### src/verilog/sar_ctrl_pkg.sv
// sar_ctrl_pkg: constants, types and state codes shared by the converter control block.
// assumes a single 100 MHz system clock and a host that writes one control byte per strobe.
package sar_ctrl_pkg;

   // control byte as latched from the data pins, most significant bit first
   typedef struct packed {
      logic power_clock_sel_hi;      // upper power/clock select bit
      logic power_clock_sel_lo;      // lower power/clock select bit
      logic acquisition_method_bit;  // 0 internal, 1 external acquisition
      logic single_ended_select;     // 0 pseudo-differential, 1 single-ended
      logic unipolar_select;         // 0 bipolar, 1 unipolar
      logic channel_addr_bit2;       // channel address, high bit
      logic channel_addr_bit1;       // channel address, middle bit
      logic channel_addr_bit0;       // channel address, low bit
   } ctrl_byte_s;

   // power/clock select encodings
   localparam logic [1:0] PC_FULL_PD = 2'h0;   // full power-down
   localparam logic [1:0] PC_STANDBY = 2'h1;   // standby power-down
   localparam logic [1:0] PC_INT_CLK = 2'h2;   // normal, internal clock
   localparam logic [1:0] PC_EXT_CLK = 2'h3;   // normal, external clock

   // value after reset: normal operation with the external clock
   localparam logic [7:0] CTRL_RESET = 8'hC0;

   // analog input channels and result width
   localparam int NUM_CHANNELS = 6;
   localparam int RESULT_BITS = 12;

   // falling conversion-clock edges from the write to hold, internal acquisition
   localparam logic [2:0] ACQ_FALL_EDGES = 3'h4;
   // conversion-clock cycles per conversion: one input swap plus one per bit
   localparam logic [3:0] CONV_CYCLES = 4'hD;
   // first trial code of the successive approximation
   localparam logic [11:0] SAR_FIRST_TRIAL = 12'h800;
   localparam logic [3:0] SAR_TOP_BIT = 4'hB;

   // internal conversion clock timing
   localparam int SYS_CLK_PERIOD_NS = 10;
   localparam int INT_CLK_PERIOD_NS = 250;
   localparam int INT_CLK_HALF_CYCLES = (INT_CLK_PERIOD_NS / 2) / SYS_CLK_PERIOD_NS;
   localparam logic [7:0] INT_CLK_HALF_LAST = 8'(INT_CLK_HALF_CYCLES - 1);

   // sequencer states
   typedef enum logic [1:0] {
      ST_IDLE,
      ST_TRACK_EXT,
      ST_TRACK_INT,
      ST_CONVERT
   } seq_state_e;

endpackage : sar_ctrl_pkg

### src/verilog/conv_clock_edges.sv
// conv_clock_edges: one-cycle pulse on each falling edge of the conversion clock.
// assumes the external clock pin is synchronous to the system clock; the internal
// clock is made here by dividing the system clock.
`timescale 1ns/100ps

module conv_clock_edges (
   input wire logic clk_in,          // system clock
   input wire logic rst_n_in,        // asynchronous reset, active low
   input wire logic ext_mode_in,     // 1 selects the pin, 0 the internal divider
   input wire logic clk_pin_in,      // external conversion clock pin
   output logic fall_pulse_out       // one-cycle pulse per falling edge
);

   logic pin_q;          // previous sample of the pin
   logic [7:0] div_q;    // half-period counter
   logic phase_q;        // internal clock level

   // previous pin level for edge detection
   always_ff @(posedge clk_in or negedge rst_n_in) begin
      if (!rst_n_in) begin
         pin_q <= 1'b0;
      end else begin
         pin_q <= clk_pin_in;
      end
   end

   // internal divider: phase toggles every half period
   always_ff @(posedge clk_in or negedge rst_n_in) begin
      if (!rst_n_in) begin
         div_q <= 8'h00;
         phase_q <= 1'b0;
      end else if (div_q == sar_ctrl_pkg::INT_CLK_HALF_LAST) begin
         div_q <= 8'h00;
         phase_q <= ~phase_q;
      end else begin
         div_q <= div_q + 8'h01;
      end
   end

   // falling edge of whichever clock the mode selects
   always_ff @(posedge clk_in or negedge rst_n_in) begin
      if (!rst_n_in) begin
         fall_pulse_out <= 1'b0;
      end else if (ext_mode_in) begin
         fall_pulse_out <= pin_q & ~clk_pin_in;
      end else begin
         fall_pulse_out <= phase_q & (div_q == sar_ctrl_pkg::INT_CLK_HALF_LAST);
      end
   end

endmodule : conv_clock_edges

### src/verilog/sar_adc_control_byte_track_hold.sv
// sar_adc_control_byte_track_hold: control-byte decode and track/hold sequencing
// for a 12-bit successive-approximation converter, with the approximation register.
// assumes host pins and comparator output are synchronous to CLOCK_IN; the analog
// switches, hold capacitor and comparator sit outside and follow the select outputs.
//
// Notes on behaviour
// - select bits 00: full power-down, keep clock mode
// - select bits 01: standby power-down, keep clock mode
// - other codes: normal, internal or external clock
// - code 10 selects internal clock; host ties pin
// - code 11 selects external clock; host drives it
// - external clock mode after reset
// - bit five: internal or write-ended acquisition
// - bit four: pseudo-differential or single-ended input
// - bit three: bipolar or unipolar input range
// - result straight binary unipolar, two's complement bipolar
// - low three bits address the positive channel
// - single-ended: channels zero to five, common negative
// - differential: adjacent pair, address picks positive member
// - differential: only the positive input is sampled
// - tracking starts on write strobe rising edge
// - external acquisition: next strobe rise with bit five clear starts hold
// - internal acquisition: hold on fourth clock fall
// - conversion swaps hold capacitor to negative input
// - next acquisition reconnects positive input for tracking
`timescale 1ns/100ps

module sar_adc_control_byte_track_hold (
   input wire logic CLOCK_IN,
   input wire logic RESET_N_IN,
   input wire logic CS_N_IN,
   input wire logic WR_N_IN,
   input wire logic [7:0] DATA_IN,
   input wire logic CONV_CLK_IN,
   input wire logic COMPARATOR_IN,
   output logic [5:0] POS_SEL_OUT,
   output logic [5:0] NEG_SEL_OUT,
   output logic NEG_COMMON_OUT,
   output logic CAP_TO_POS_OUT,
   output logic CAP_TO_NEG_OUT,
   output logic FULL_POWER_DOWN_OUT,
   output logic STANDBY_OUT,
   output logic INT_CLK_MODE_OUT,
   output logic CONVERTING_OUT,
   output logic [11:0] DAC_CODE_OUT,
   output logic [11:0] RESULT_OUT,
   output logic RESULT_STROBE_OUT
);

   // one-hot channel decode, empty for the undefined addresses six and seven
   function automatic logic [5:0] chan_onehot(input logic [2:0] addr);
      logic [5:0] sel;
      sel = 6'h00;
      if (addr < 3'h6) begin
         sel[addr] = 1'b1;
      end
      return sel;
   endfunction : chan_onehot

   logic wr_n_q;                          // previous write strobe level
   logic [7:0] data_q;                    // byte captured while the strobe is low
   logic wr_rise;                         // strobe rising edge with chip select low
   sar_ctrl_pkg::ctrl_byte_s ctrl_q;      // latched control byte
   sar_ctrl_pkg::ctrl_byte_s ctrl_d;
   sar_ctrl_pkg::ctrl_byte_s wr_byte;     // byte of the current write
   logic [1:0] wr_pc;                     // power/clock code of the current write
   sar_ctrl_pkg::seq_state_e state_q;     // sequencer state
   sar_ctrl_pkg::seq_state_e state_d;
   logic ext_clk_q;                       // 1 external, 0 internal conversion clock
   logic fall;                            // conversion-clock falling edge pulse
   logic [2:0] acq_cnt_q;                 // falling edges seen while tracking
   logic [3:0] conv_cnt_q;                // conversion-clock cycles in conversion
   logic [3:0] bit_idx_q;                 // bit under trial
   logic [11:0] trial_q;                  // current trial code
   logic [11:0] trial_next;               // trial code after a decision
   logic conv_start;                      // hold taken, conversion begins
   logic conv_done;                       // last bit decided
   logic [2:0] addr_d;                    // channel address of the next byte
   logic [5:0] pos_d;                     // positive channel select, next
   logic [5:0] neg_d;                     // negative channel select, next

   assign wr_byte = sar_ctrl_pkg::ctrl_byte_s'(data_q);
   assign wr_pc = {wr_byte.power_clock_sel_hi, wr_byte.power_clock_sel_lo};
   assign wr_rise = ~wr_n_q & WR_N_IN & ~CS_N_IN;

   // conversion clock edges, from the pin or the internal divider
   conv_clock_edges u_edges (
      .clk_in(CLOCK_IN),
      .rst_n_in(RESET_N_IN),
      .ext_mode_in(ext_clk_q),
      .clk_pin_in(CONV_CLK_IN),
      .fall_pulse_out(fall)
   );

   // strobe history and byte capture while strobe and chip select are low
   always_ff @(posedge CLOCK_IN or negedge RESET_N_IN) begin
      if (!RESET_N_IN) begin
         wr_n_q <= 1'b1;
         data_q <= 8'h00;
      end else begin
         wr_n_q <= WR_N_IN;
         if (!WR_N_IN && !CS_N_IN) begin
            data_q <= DATA_IN;
         end
      end
   end

   // next control byte: every write replaces it
   always_comb begin
      ctrl_d = ctrl_q;
      if (wr_rise) begin
         ctrl_d = wr_byte;
      end
   end

   // control byte register
   always_ff @(posedge CLOCK_IN or negedge RESET_N_IN) begin
      if (!RESET_N_IN) begin
         ctrl_q <= sar_ctrl_pkg::ctrl_byte_s'(sar_ctrl_pkg::CTRL_RESET);
      end else begin
         ctrl_q <= ctrl_d;
      end
   end

   // clock mode: changed only by a normal-operation code
   always_ff @(posedge CLOCK_IN or negedge RESET_N_IN) begin
      if (!RESET_N_IN) begin
         ext_clk_q <= 1'b1;
      end else if (wr_rise && wr_pc == sar_ctrl_pkg::PC_INT_CLK) begin
         ext_clk_q <= 1'b0;
      end else if (wr_rise && wr_pc == sar_ctrl_pkg::PC_EXT_CLK) begin
         ext_clk_q <= 1'b1;
      end
   end

   // power state outputs and clock mode flag
   always_ff @(posedge CLOCK_IN or negedge RESET_N_IN) begin
      if (!RESET_N_IN) begin
         FULL_POWER_DOWN_OUT <= 1'b0;
         STANDBY_OUT <= 1'b0;
         INT_CLK_MODE_OUT <= 1'b0;
      end else begin
         if (wr_rise) begin
            // power-down codes leave the clock mode untouched
            FULL_POWER_DOWN_OUT <= (wr_pc == sar_ctrl_pkg::PC_FULL_PD);
            STANDBY_OUT <= (wr_pc == sar_ctrl_pkg::PC_STANDBY);
         end
         if (wr_rise && wr_pc == sar_ctrl_pkg::PC_INT_CLK) begin
            INT_CLK_MODE_OUT <= 1'b1;
         end else if (wr_rise && wr_pc == sar_ctrl_pkg::PC_EXT_CLK) begin
            INT_CLK_MODE_OUT <= 1'b0;
         end
      end
   end

   // sequencer next state
   always_comb begin
      state_d = state_q;
      conv_start = 1'b0;
      unique case (state_q)
         sar_ctrl_pkg::ST_TRACK_EXT: begin
            if (wr_rise && !wr_byte.acquisition_method_bit) begin
               // second strobe ends tracking; power bits may change here
               state_d = sar_ctrl_pkg::ST_CONVERT;
               conv_start = 1'b1;
            end else if (wr_rise && wr_pc[1]) begin
               state_d = sar_ctrl_pkg::ST_TRACK_EXT;
            end else if (wr_rise) begin
               state_d = sar_ctrl_pkg::ST_IDLE;
            end
         end
         sar_ctrl_pkg::ST_IDLE, sar_ctrl_pkg::ST_TRACK_INT, sar_ctrl_pkg::ST_CONVERT: begin
            if (wr_rise && !wr_pc[1]) begin
               // power-down byte aborts any activity
               state_d = sar_ctrl_pkg::ST_IDLE;
            end else if (wr_rise && wr_byte.acquisition_method_bit) begin
               state_d = sar_ctrl_pkg::ST_TRACK_EXT;
            end else if (wr_rise) begin
               // a new byte during conversion aborts it and tracks again
               state_d = sar_ctrl_pkg::ST_TRACK_INT;
            end else if (state_q == sar_ctrl_pkg::ST_TRACK_INT && fall &&
                         acq_cnt_q == sar_ctrl_pkg::ACQ_FALL_EDGES - 3'h1) begin
               state_d = sar_ctrl_pkg::ST_CONVERT;
               conv_start = 1'b1;
            end else if (state_q == sar_ctrl_pkg::ST_CONVERT && conv_done) begin
               state_d = sar_ctrl_pkg::ST_IDLE;
            end
         end
      endcase
   end

   // sequencer state register
   always_ff @(posedge CLOCK_IN or negedge RESET_N_IN) begin
      if (!RESET_N_IN) begin
         state_q <= sar_ctrl_pkg::ST_IDLE;
      end else begin
         state_q <= state_d;
      end
   end

   // falling edges counted from the write that started internal acquisition
   always_ff @(posedge CLOCK_IN or negedge RESET_N_IN) begin
      if (!RESET_N_IN) begin
         acq_cnt_q <= 3'h0;
      end else if (wr_rise) begin
         acq_cnt_q <= 3'h0;
      end else if (state_q == sar_ctrl_pkg::ST_TRACK_INT && fall) begin
         acq_cnt_q <= acq_cnt_q + 3'h1;
      end
   end

   // successive approximation step: keep or drop the bit, try the next one
   always_comb begin
      trial_next = trial_q;
      if (!COMPARATOR_IN) begin
         trial_next[bit_idx_q] = 1'b0;
      end
      if (bit_idx_q != 4'h0) begin
         trial_next[bit_idx_q - 4'h1] = 1'b1;
      end
   end

   // last decision on the thirteenth conversion-clock cycle
   assign conv_done = fall && conv_cnt_q == sar_ctrl_pkg::CONV_CYCLES - 4'h1;

   // approximation register: first cycle swaps the input, then one bit per cycle
   always_ff @(posedge CLOCK_IN or negedge RESET_N_IN) begin
      if (!RESET_N_IN) begin
         conv_cnt_q <= 4'h0;
         bit_idx_q <= sar_ctrl_pkg::SAR_TOP_BIT;
         trial_q <= sar_ctrl_pkg::SAR_FIRST_TRIAL;
      end else if (conv_start) begin
         conv_cnt_q <= 4'h0;
         bit_idx_q <= sar_ctrl_pkg::SAR_TOP_BIT;
         trial_q <= sar_ctrl_pkg::SAR_FIRST_TRIAL;
      end else if (state_q == sar_ctrl_pkg::ST_CONVERT && fall) begin
         conv_cnt_q <= conv_cnt_q + 4'h1;
         if (conv_cnt_q != 4'h0) begin
            // cycle zero only settles the swapped input
            trial_q <= trial_next;
            if (bit_idx_q != 4'h0) begin
               bit_idx_q <= bit_idx_q - 4'h1;
            end
         end
      end
   end

   // result word in the format chosen by the range bit
   always_ff @(posedge CLOCK_IN or negedge RESET_N_IN) begin
      if (!RESET_N_IN) begin
         RESULT_OUT <= 12'h000;
         RESULT_STROBE_OUT <= 1'b0;
      end else begin
         RESULT_STROBE_OUT <= 1'b0;
         if (state_q == sar_ctrl_pkg::ST_CONVERT && conv_done && !wr_rise) begin
            RESULT_STROBE_OUT <= 1'b1;
            if (ctrl_q.unipolar_select) begin
               RESULT_OUT <= trial_next;
            end else begin
               RESULT_OUT <= {~trial_next[11], trial_next[10:0]};
            end
         end
      end
   end

   // trial code to the capacitive array
   always_ff @(posedge CLOCK_IN or negedge RESET_N_IN) begin
      if (!RESET_N_IN) begin
         DAC_CODE_OUT <= sar_ctrl_pkg::SAR_FIRST_TRIAL;
      end else if (conv_start) begin
         DAC_CODE_OUT <= sar_ctrl_pkg::SAR_FIRST_TRIAL;
      end else if (state_q == sar_ctrl_pkg::ST_CONVERT && fall && conv_cnt_q != 4'h0) begin
         DAC_CODE_OUT <= trial_next;
      end
   end

   // channel selects for the byte that will be in force next cycle
   always_comb begin
      addr_d = {ctrl_d.channel_addr_bit2, ctrl_d.channel_addr_bit1, ctrl_d.channel_addr_bit0};
      pos_d = chan_onehot(addr_d);
      if (ctrl_d.single_ended_select) begin
         neg_d = 6'h00;
      end else begin
         // pair partner: address with its low bit flipped
         neg_d = chan_onehot({addr_d[2:1], ~addr_d[0]});
      end
      if (addr_d >= 3'h6) begin
         neg_d = 6'h00;
      end
   end

   // analog switch controls, registered with the sequencer state
   always_ff @(posedge CLOCK_IN or negedge RESET_N_IN) begin
      if (!RESET_N_IN) begin
         POS_SEL_OUT <= 6'h00;
         NEG_SEL_OUT <= 6'h00;
         NEG_COMMON_OUT <= 1'b0;
         CAP_TO_POS_OUT <= 1'b0;
         CAP_TO_NEG_OUT <= 1'b0;
         CONVERTING_OUT <= 1'b0;
      end else begin
         POS_SEL_OUT <= pos_d;
         NEG_SEL_OUT <= neg_d;
         NEG_COMMON_OUT <= ctrl_d.single_ended_select;
         // tracking: capacitor on the positive input only
         CAP_TO_POS_OUT <= (state_d == sar_ctrl_pkg::ST_TRACK_EXT ||
                            state_d == sar_ctrl_pkg::ST_TRACK_INT);
         // conversion: capacitor swapped to the negative input
         CAP_TO_NEG_OUT <= (state_d == sar_ctrl_pkg::ST_CONVERT);
         CONVERTING_OUT <= (state_d == sar_ctrl_pkg::ST_CONVERT);
      end
   end

endmodule : sar_adc_control_byte_track_hold

### config.mk
export PLATFORM = sky130hd
export DESIGN_NAME = sar_adc_control_byte_track_hold
export DESIGN_NICKNAME = d
export VERILOG_FILES = /design/src/verilog/sar_ctrl_pkg.sv /design/src/verilog/conv_clock_edges.sv /design/src/verilog/sar_adc_control_byte_track_hold.sv
export SDC_FILE = /design/constraint.sdc
export NUM_CORES = 1
export LEC_CHECK = 0
export BUFFER_PORTS_ARGS = -buffer_cell sky130_fd_sc_hd__buf_4
export CAP_MARGIN = 20
export CORE_MARGIN = 3
export CORE_UTILIZATION = 46
export CTS_BUF_LIST = sky130_fd_sc_hd__clkbuf_4 sky130_fd_sc_hd__clkbuf_8
export DETAILED_ROUTE_END_ITERATION = 8
export HOLD_SLACK_MARGIN = 0.06
export PLACE_DENSITY = 0.66
export SYNTH_ARGS = -nofsm -noshare
export SYNTH_HDL_FRONTEND = slang
export SYNTH_SLANG_ARGS = --single-unit
### constraint.sdc
create_clock -name CLOCK_IN -period 2.37 [get_ports CLOCK_IN]
set_input_delay 0.474 -clock CLOCK_IN [delete_from_list [all_inputs] [get_ports CLOCK_IN]]
set_output_delay 0.474 -clock CLOCK_IN [all_outputs]
set_load 0.1 [all_outputs]
-- Word-level counts from Yosys, hierarchy flattened
Index checks and enable logic that the tools add are counted.
- register bits after elaboration: 93
- bits of input ports: 14
- output and inout port bits: 44
- add/subtract/negate cells: 4
- order comparisons: 11
- equality and inequality tests: 12
- multiplexer cells: 51
- bitwise operators: 13
- reductions and logical operators: 37
- operator list (operator ; count):
    $mux W12 ; 8
    $mux W4 ; 6
    $mux W6 ; 4
    $logic_and A1 B1 Y1 ; 18
    $mux W2 ; 8
    $mux W1 ; 15
    $and A12 B12 Y12 ; 1
    $eq A2 B2 Y1 const B ; 6
    $not A12 Y12 ; 1
    $or A12 B12 Y12 ; 1
    $reduce_bool A2 Y1 ; 6
    $lt A4 B5 Y1 const B ; 2
    $add A8 B1 Y8 const B ; 1
    $demux W1 S4 ; 2
    $eq A8 B4 Y1 const B ; 1
    $ge A4 B1 Y1 const B ; 2
    $lt A3 B4 Y1 const B ; 2
    $mux W8 ; 1
    $reduce_bool A4 Y1 ; 2
    $demux W1 S3 ; 2
    $eq A2 B1 Y1 const B ; 3
    $ge A3 B1 Y1 const B ; 2
    $lt A3 B3 Y1 const B ; 2
    $mux W3 ; 2
    17 further kinds ; 30

-- Longest topological paths before layout
- depth in word-level cells: 12
- depth in mapped cells: 7
- mapped depth without buffers: 7

-- By module
A second synthesis with hierarchy kept.
- cells, all modules: 363
- area, all modules: 4136.5 µm²
- by module, submodules not included (module ; times used ; cells an instance ; area each (µm²)):
    sar_adc_control_byte_track_hold ; 1 ; 326 ; 3678.5
    conv_clock_edges ; 1 ; 37 ; 457.9

-- Worst setup path before layout
No wires, ideal clock.
- path type: reg2reg
- start: register bit_idx_q[0]
- end: register RESULT_OUT[10]
- arrival: 1.871 ns
- required time: 2.292 ns
- setup slack: 0.421 ns
- stages on the path, launching flop included: 8
- clock period less this slack: 1.949 ns
- path through: dfstp_2 > inv_1 > ha_1 > buf_2 > nor3_1 > a32o_1 > a31oi_1 > a21oi_1
- longest elaborated chain between the ends: 10
- elaborated cells between the ends (all ways): 18
- those cells by class: add/sub: 1; order compare: 4; mux: 7; bitwise: 3; reduce/logical: 3
- ends and longest elaborated chain (what ; line ; RTL):
    start: declaration ; sar_adc_control_byte_track_hold.sv:73 ; logic [3:0] bit_idx_q;
    start signal: assignment ; sar_adc_control_byte_track_hold.sv:230 ; bit_idx_q <= sar_ctrl_pkg::SAR_TOP_BIT;
    start signal: assignment ; sar_adc_control_byte_track_hold.sv:234 ; bit_idx_q <= sar_ctrl_pkg::SAR_TOP_BIT;
    start signal: assignment ; sar_adc_control_byte_track_hold.sv:242 ; bit_idx_q <= bit_idx_q - 4'h1;
    parallel branches: the longest is 8 deep, another holds $lt A4 B5 Y1 ; n/a ;
    $mux W12 * ; sar_adc_control_byte_track_hold.sv:218 ; if (bit_idx_q != 4'h0) begin
    $mux W12 * ; sar_adc_control_byte_track_hold.sv:257 ; if (ctrl_q.unipolar_select) begin
    end signal: assignment ; sar_adc_control_byte_track_hold.sv:258 ; RESULT_OUT <= trial_next;
    end signal: assignment ; sar_adc_control_byte_track_hold.sv:260 ; RESULT_OUT <= {~trial_next[11], trial_next[10:0]};
    end: declaration ; sar_adc_control_byte_track_hold.sv:46 ; output logic [11:0] RESULT_OUT,
Mark *: on every way between the ends.
A chain may end at the register's enable or synchronous reset.

-- Worst setup path in the final report
- start: register bit_idx_q[0]
- end: register RESULT_OUT[1]
Same word-level chain as after synthesis.

==> reports/metrics.cfg <==
[run_status]
outcome=complete, no violations

[route]
drc=0
ant_nets=0
avgViaCountPerCell=5.458
dr.pass1.iters=4
drt_iter0_drc=124
wl_per_cell_um=15.47
vias=2882
wl_mm=8.168

[setup_path]
worstPathArrival_ns=2.40
worst_setup_path_start_kind=flip-flop
cp-end-kind=flip-flop
critPathKind=reg -> reg
crit_required_ns=2.65
crit_path_max_fanout=13

[cts]
clock_sinks=93
ctsHoldBuffers=0
htree_levels=3
clk_latency_ns=0.35
postCtsResizedCells=0
cts_tree=built
clockRootBuffer=clkbuf_8
numCtsBuffers=9
clkTransAtPathRegs_ns=0.10
cts_setup_buffers=0
clock_path_buffers=2

[layout]
final_core_util=0.5807
antenna_cells=0
layout_common_cells=dfrtp_1 (86), buf_4 (66), nor2_1 (41)
layout_commonest_cell=dfrtp_1
fin_nets=442
design_area_mm2=0.004891
fin_cells=528
syn_to_final_growth_pct=20.02
post_route_cells_drive_above_1_share=0.2766
fillers=742

[grt]
grt_antenna_before_repair=0
grt_pass1_wl_mm=14.12
gr-total-overflow=0
grt_max_degree=58
grt_pass1_vias=2886
track_usage=0.1754

[floorplan]
start_util=0.4838
die_h_um=100.1
coreArea_mm2=0.008423
dieWidth_um=100.1
rows=33
dieArea_mm2=0.01002
io_pins=58

[hold_path]
min-delay-path-class=in -> async

[sta]
fin_crit_ns=2.125
tns_ns=0
hold_viol=0
max_freq_ghz=0.4706
slew_violations=0
maxSlewHeadroom=0.5470
finClkSkew_ns=0.008141
worst_pin_slew_ns=0.6770
period_share=0.8967
rsz0062_at_grt=no
setup_violations=0

[run]
cap_violations=0

[placement]
gp_congestion=0.8447
dp_hpwl_mm=5.703
dpl.cell_count=512
portBuffers=57
placed_area_mm2=0.004677

[synth]
ys_types=52
synth_cells=353
netlist_area_mm2=0.004075
synth_top_area_share=0.5281
synth_area_leaders=dfrtp_1 (53%), dfstp_2 (4.5%), nor2_1 (3.8%)
ys_warn_count=0
ys_seq_area_frac=0.5732
synth_area_leader_cell=dfrtp_1
synth_fp_nets=377
synth_seq_cells=93
syn_avg_cell_area_um2=11.54

[pwr]
powerDensity_mw_per_mm2=1213
p_leak_nw=2.302
irDropWorstVdd_mv=0.5213

==> metrics by stage <==
step           setup slack [ns]  hold WS [ns]  power [mW]
3_3_place_gp             0.3866        0.4541       4.812
3_5_place_dp             0.2785        0.4572       4.855
6_report                 0.2448       0.07193       5.933
5_1_grt                 0.06569       0.08544       6.269
2_1_floorplan            0.4213        0.1784       4.216
4_1_cts                  0.2674       0.07316       5.980
==> state kept, by name, indices dropped and copies added, names as in the netlist, 2 cells and up <==
register       flops
DAC_CODE_OUT      12
RESULT_OUT        12
trial_q           12
data_q             8
u_edges.div_q      8
NEG_SEL_OUT        6
POS_SEL_OUT        6
bit_idx_q          4
conv_cnt_q         4
ctrl_q             4
acq_cnt_q          3
state_q            2
==> cell usage after synthesis, drive strengths merged <==
| cell type | n |
|---|---|
| dfstp | 7 |
| a311o | 1 |
| ha | 10 |
| mux2 | 13 |
| a21oi | 21 |
| o21ai | 8 |
| a32o | 6 |
| o211ai | 1 |
| nor3b | 5 |
| nand2b | 2 |
| and4b | 1 |
| a31o | 2 |
| or4 | 2 |
| xnor2 | 7 |
| xor2 | 6 |
| a31oi | 5 |
| mux2i | 7 |
| and3 | 2 |
| a21o | 6 |
| clkbuf | 5 |
| nand2 | 24 |
| nand3 | 8 |
| a22oi | 2 |
| buf | 9 |
| inv | 13 |
| or4b | 3 |
| nor3 | 4 |
| dfrtp | 86 |
| nand4bb | 4 |
| nor4bb | 1 |
| nor2b | 3 |
| nor2 | 42 |
| a22o | 4 |
| a221oi | 1 |
| a211oi | 2 |
| nand4 | 1 |
| o31ai | 1 |
| nand3b | 3 |
| or3b | 2 |
| o31a | 2 |
| o2bb2ai | 17 |
| or2 | 4 |
==> cell families (layout without fill, tap and decap cells) <==
family | Yosys count | count (layout) | synth area share
xor+xnor | 13 | 13 | 0.02794
mux | 20 | 20 | 0.05496
fa+ha+maj | 10 | 10 | 0.03070
simple gates | 111 | 111 | 0.1446
flops | 93 | 93 | 0.5732
compound gates | 79 | 79 | 0.1394
buf+inv | 27 | 97 | 0.02916
==> cell type report <==
type                    count  area [um2]  share of cell area
flip-flops and latches     93        2336              0.4776
repair buffers             68       535.5              0.1095
clock buffers               9       123.9             0.02533
inverters                  13       48.80            0.009977
clock inverters             7       90.09             0.01842
multi-input cells         233        1625              0.3323
well taps                 105       131.4             0.02686
==> critical path: stages (launching register included) <==
cell     delay, ns
dfstp_2       0.62
inv_1         0.08
ha_1          0.37
or2_2         0.33
o21ai_0       0.15
buf_4         0.16
a31oi_1       0.14
a21oi_1       0.20
==> metal layers <==
metal / global-route usage / share of wire / wire [um]
met2: 0.2737 / 0.47 / 3861
met1: 0.2360 / 0.46 / 3791
met5: 0 / 0 / 0
met3: 0.04378 / 0.044 / 357
met4: 0.06943 / 0.019 / 157
==> power breakdown <==
part	switching (mW)	internal, mW	total [mW]
Sequential	0.301	1.96	2.26
Clock	0.599	0.517	1.12
Combinational	1.86	0.697	2.56
Total	2.76	3.17	5.93
==> path summary, 6_finish.rpt <==
check / startpoint / end / slack [ns] / cells past startpoint
worst max-delay path: bit_idx_q[0] / RESULT_OUT[1] / 0.24 / 7
worst min-delay path: RESET_N_IN / u_edges.div_q[7] / 0.07 / 1
worst max register to register: bit_idx_q[0] / RESULT_OUT[1] / 0.24 / 7
worst min register to register: u_edges.phase_q / u_edges.phase_q / 0.47 / 1
max in group asynchronous: RESET_N_IN / bit_idx_q[1] / 1.58 / 2
min in group CLOCK_IN: CONV_CLK_IN / u_edges.pin_q / 0.22 / 1
No activity file was read; power rests on OpenSTA's default activity.
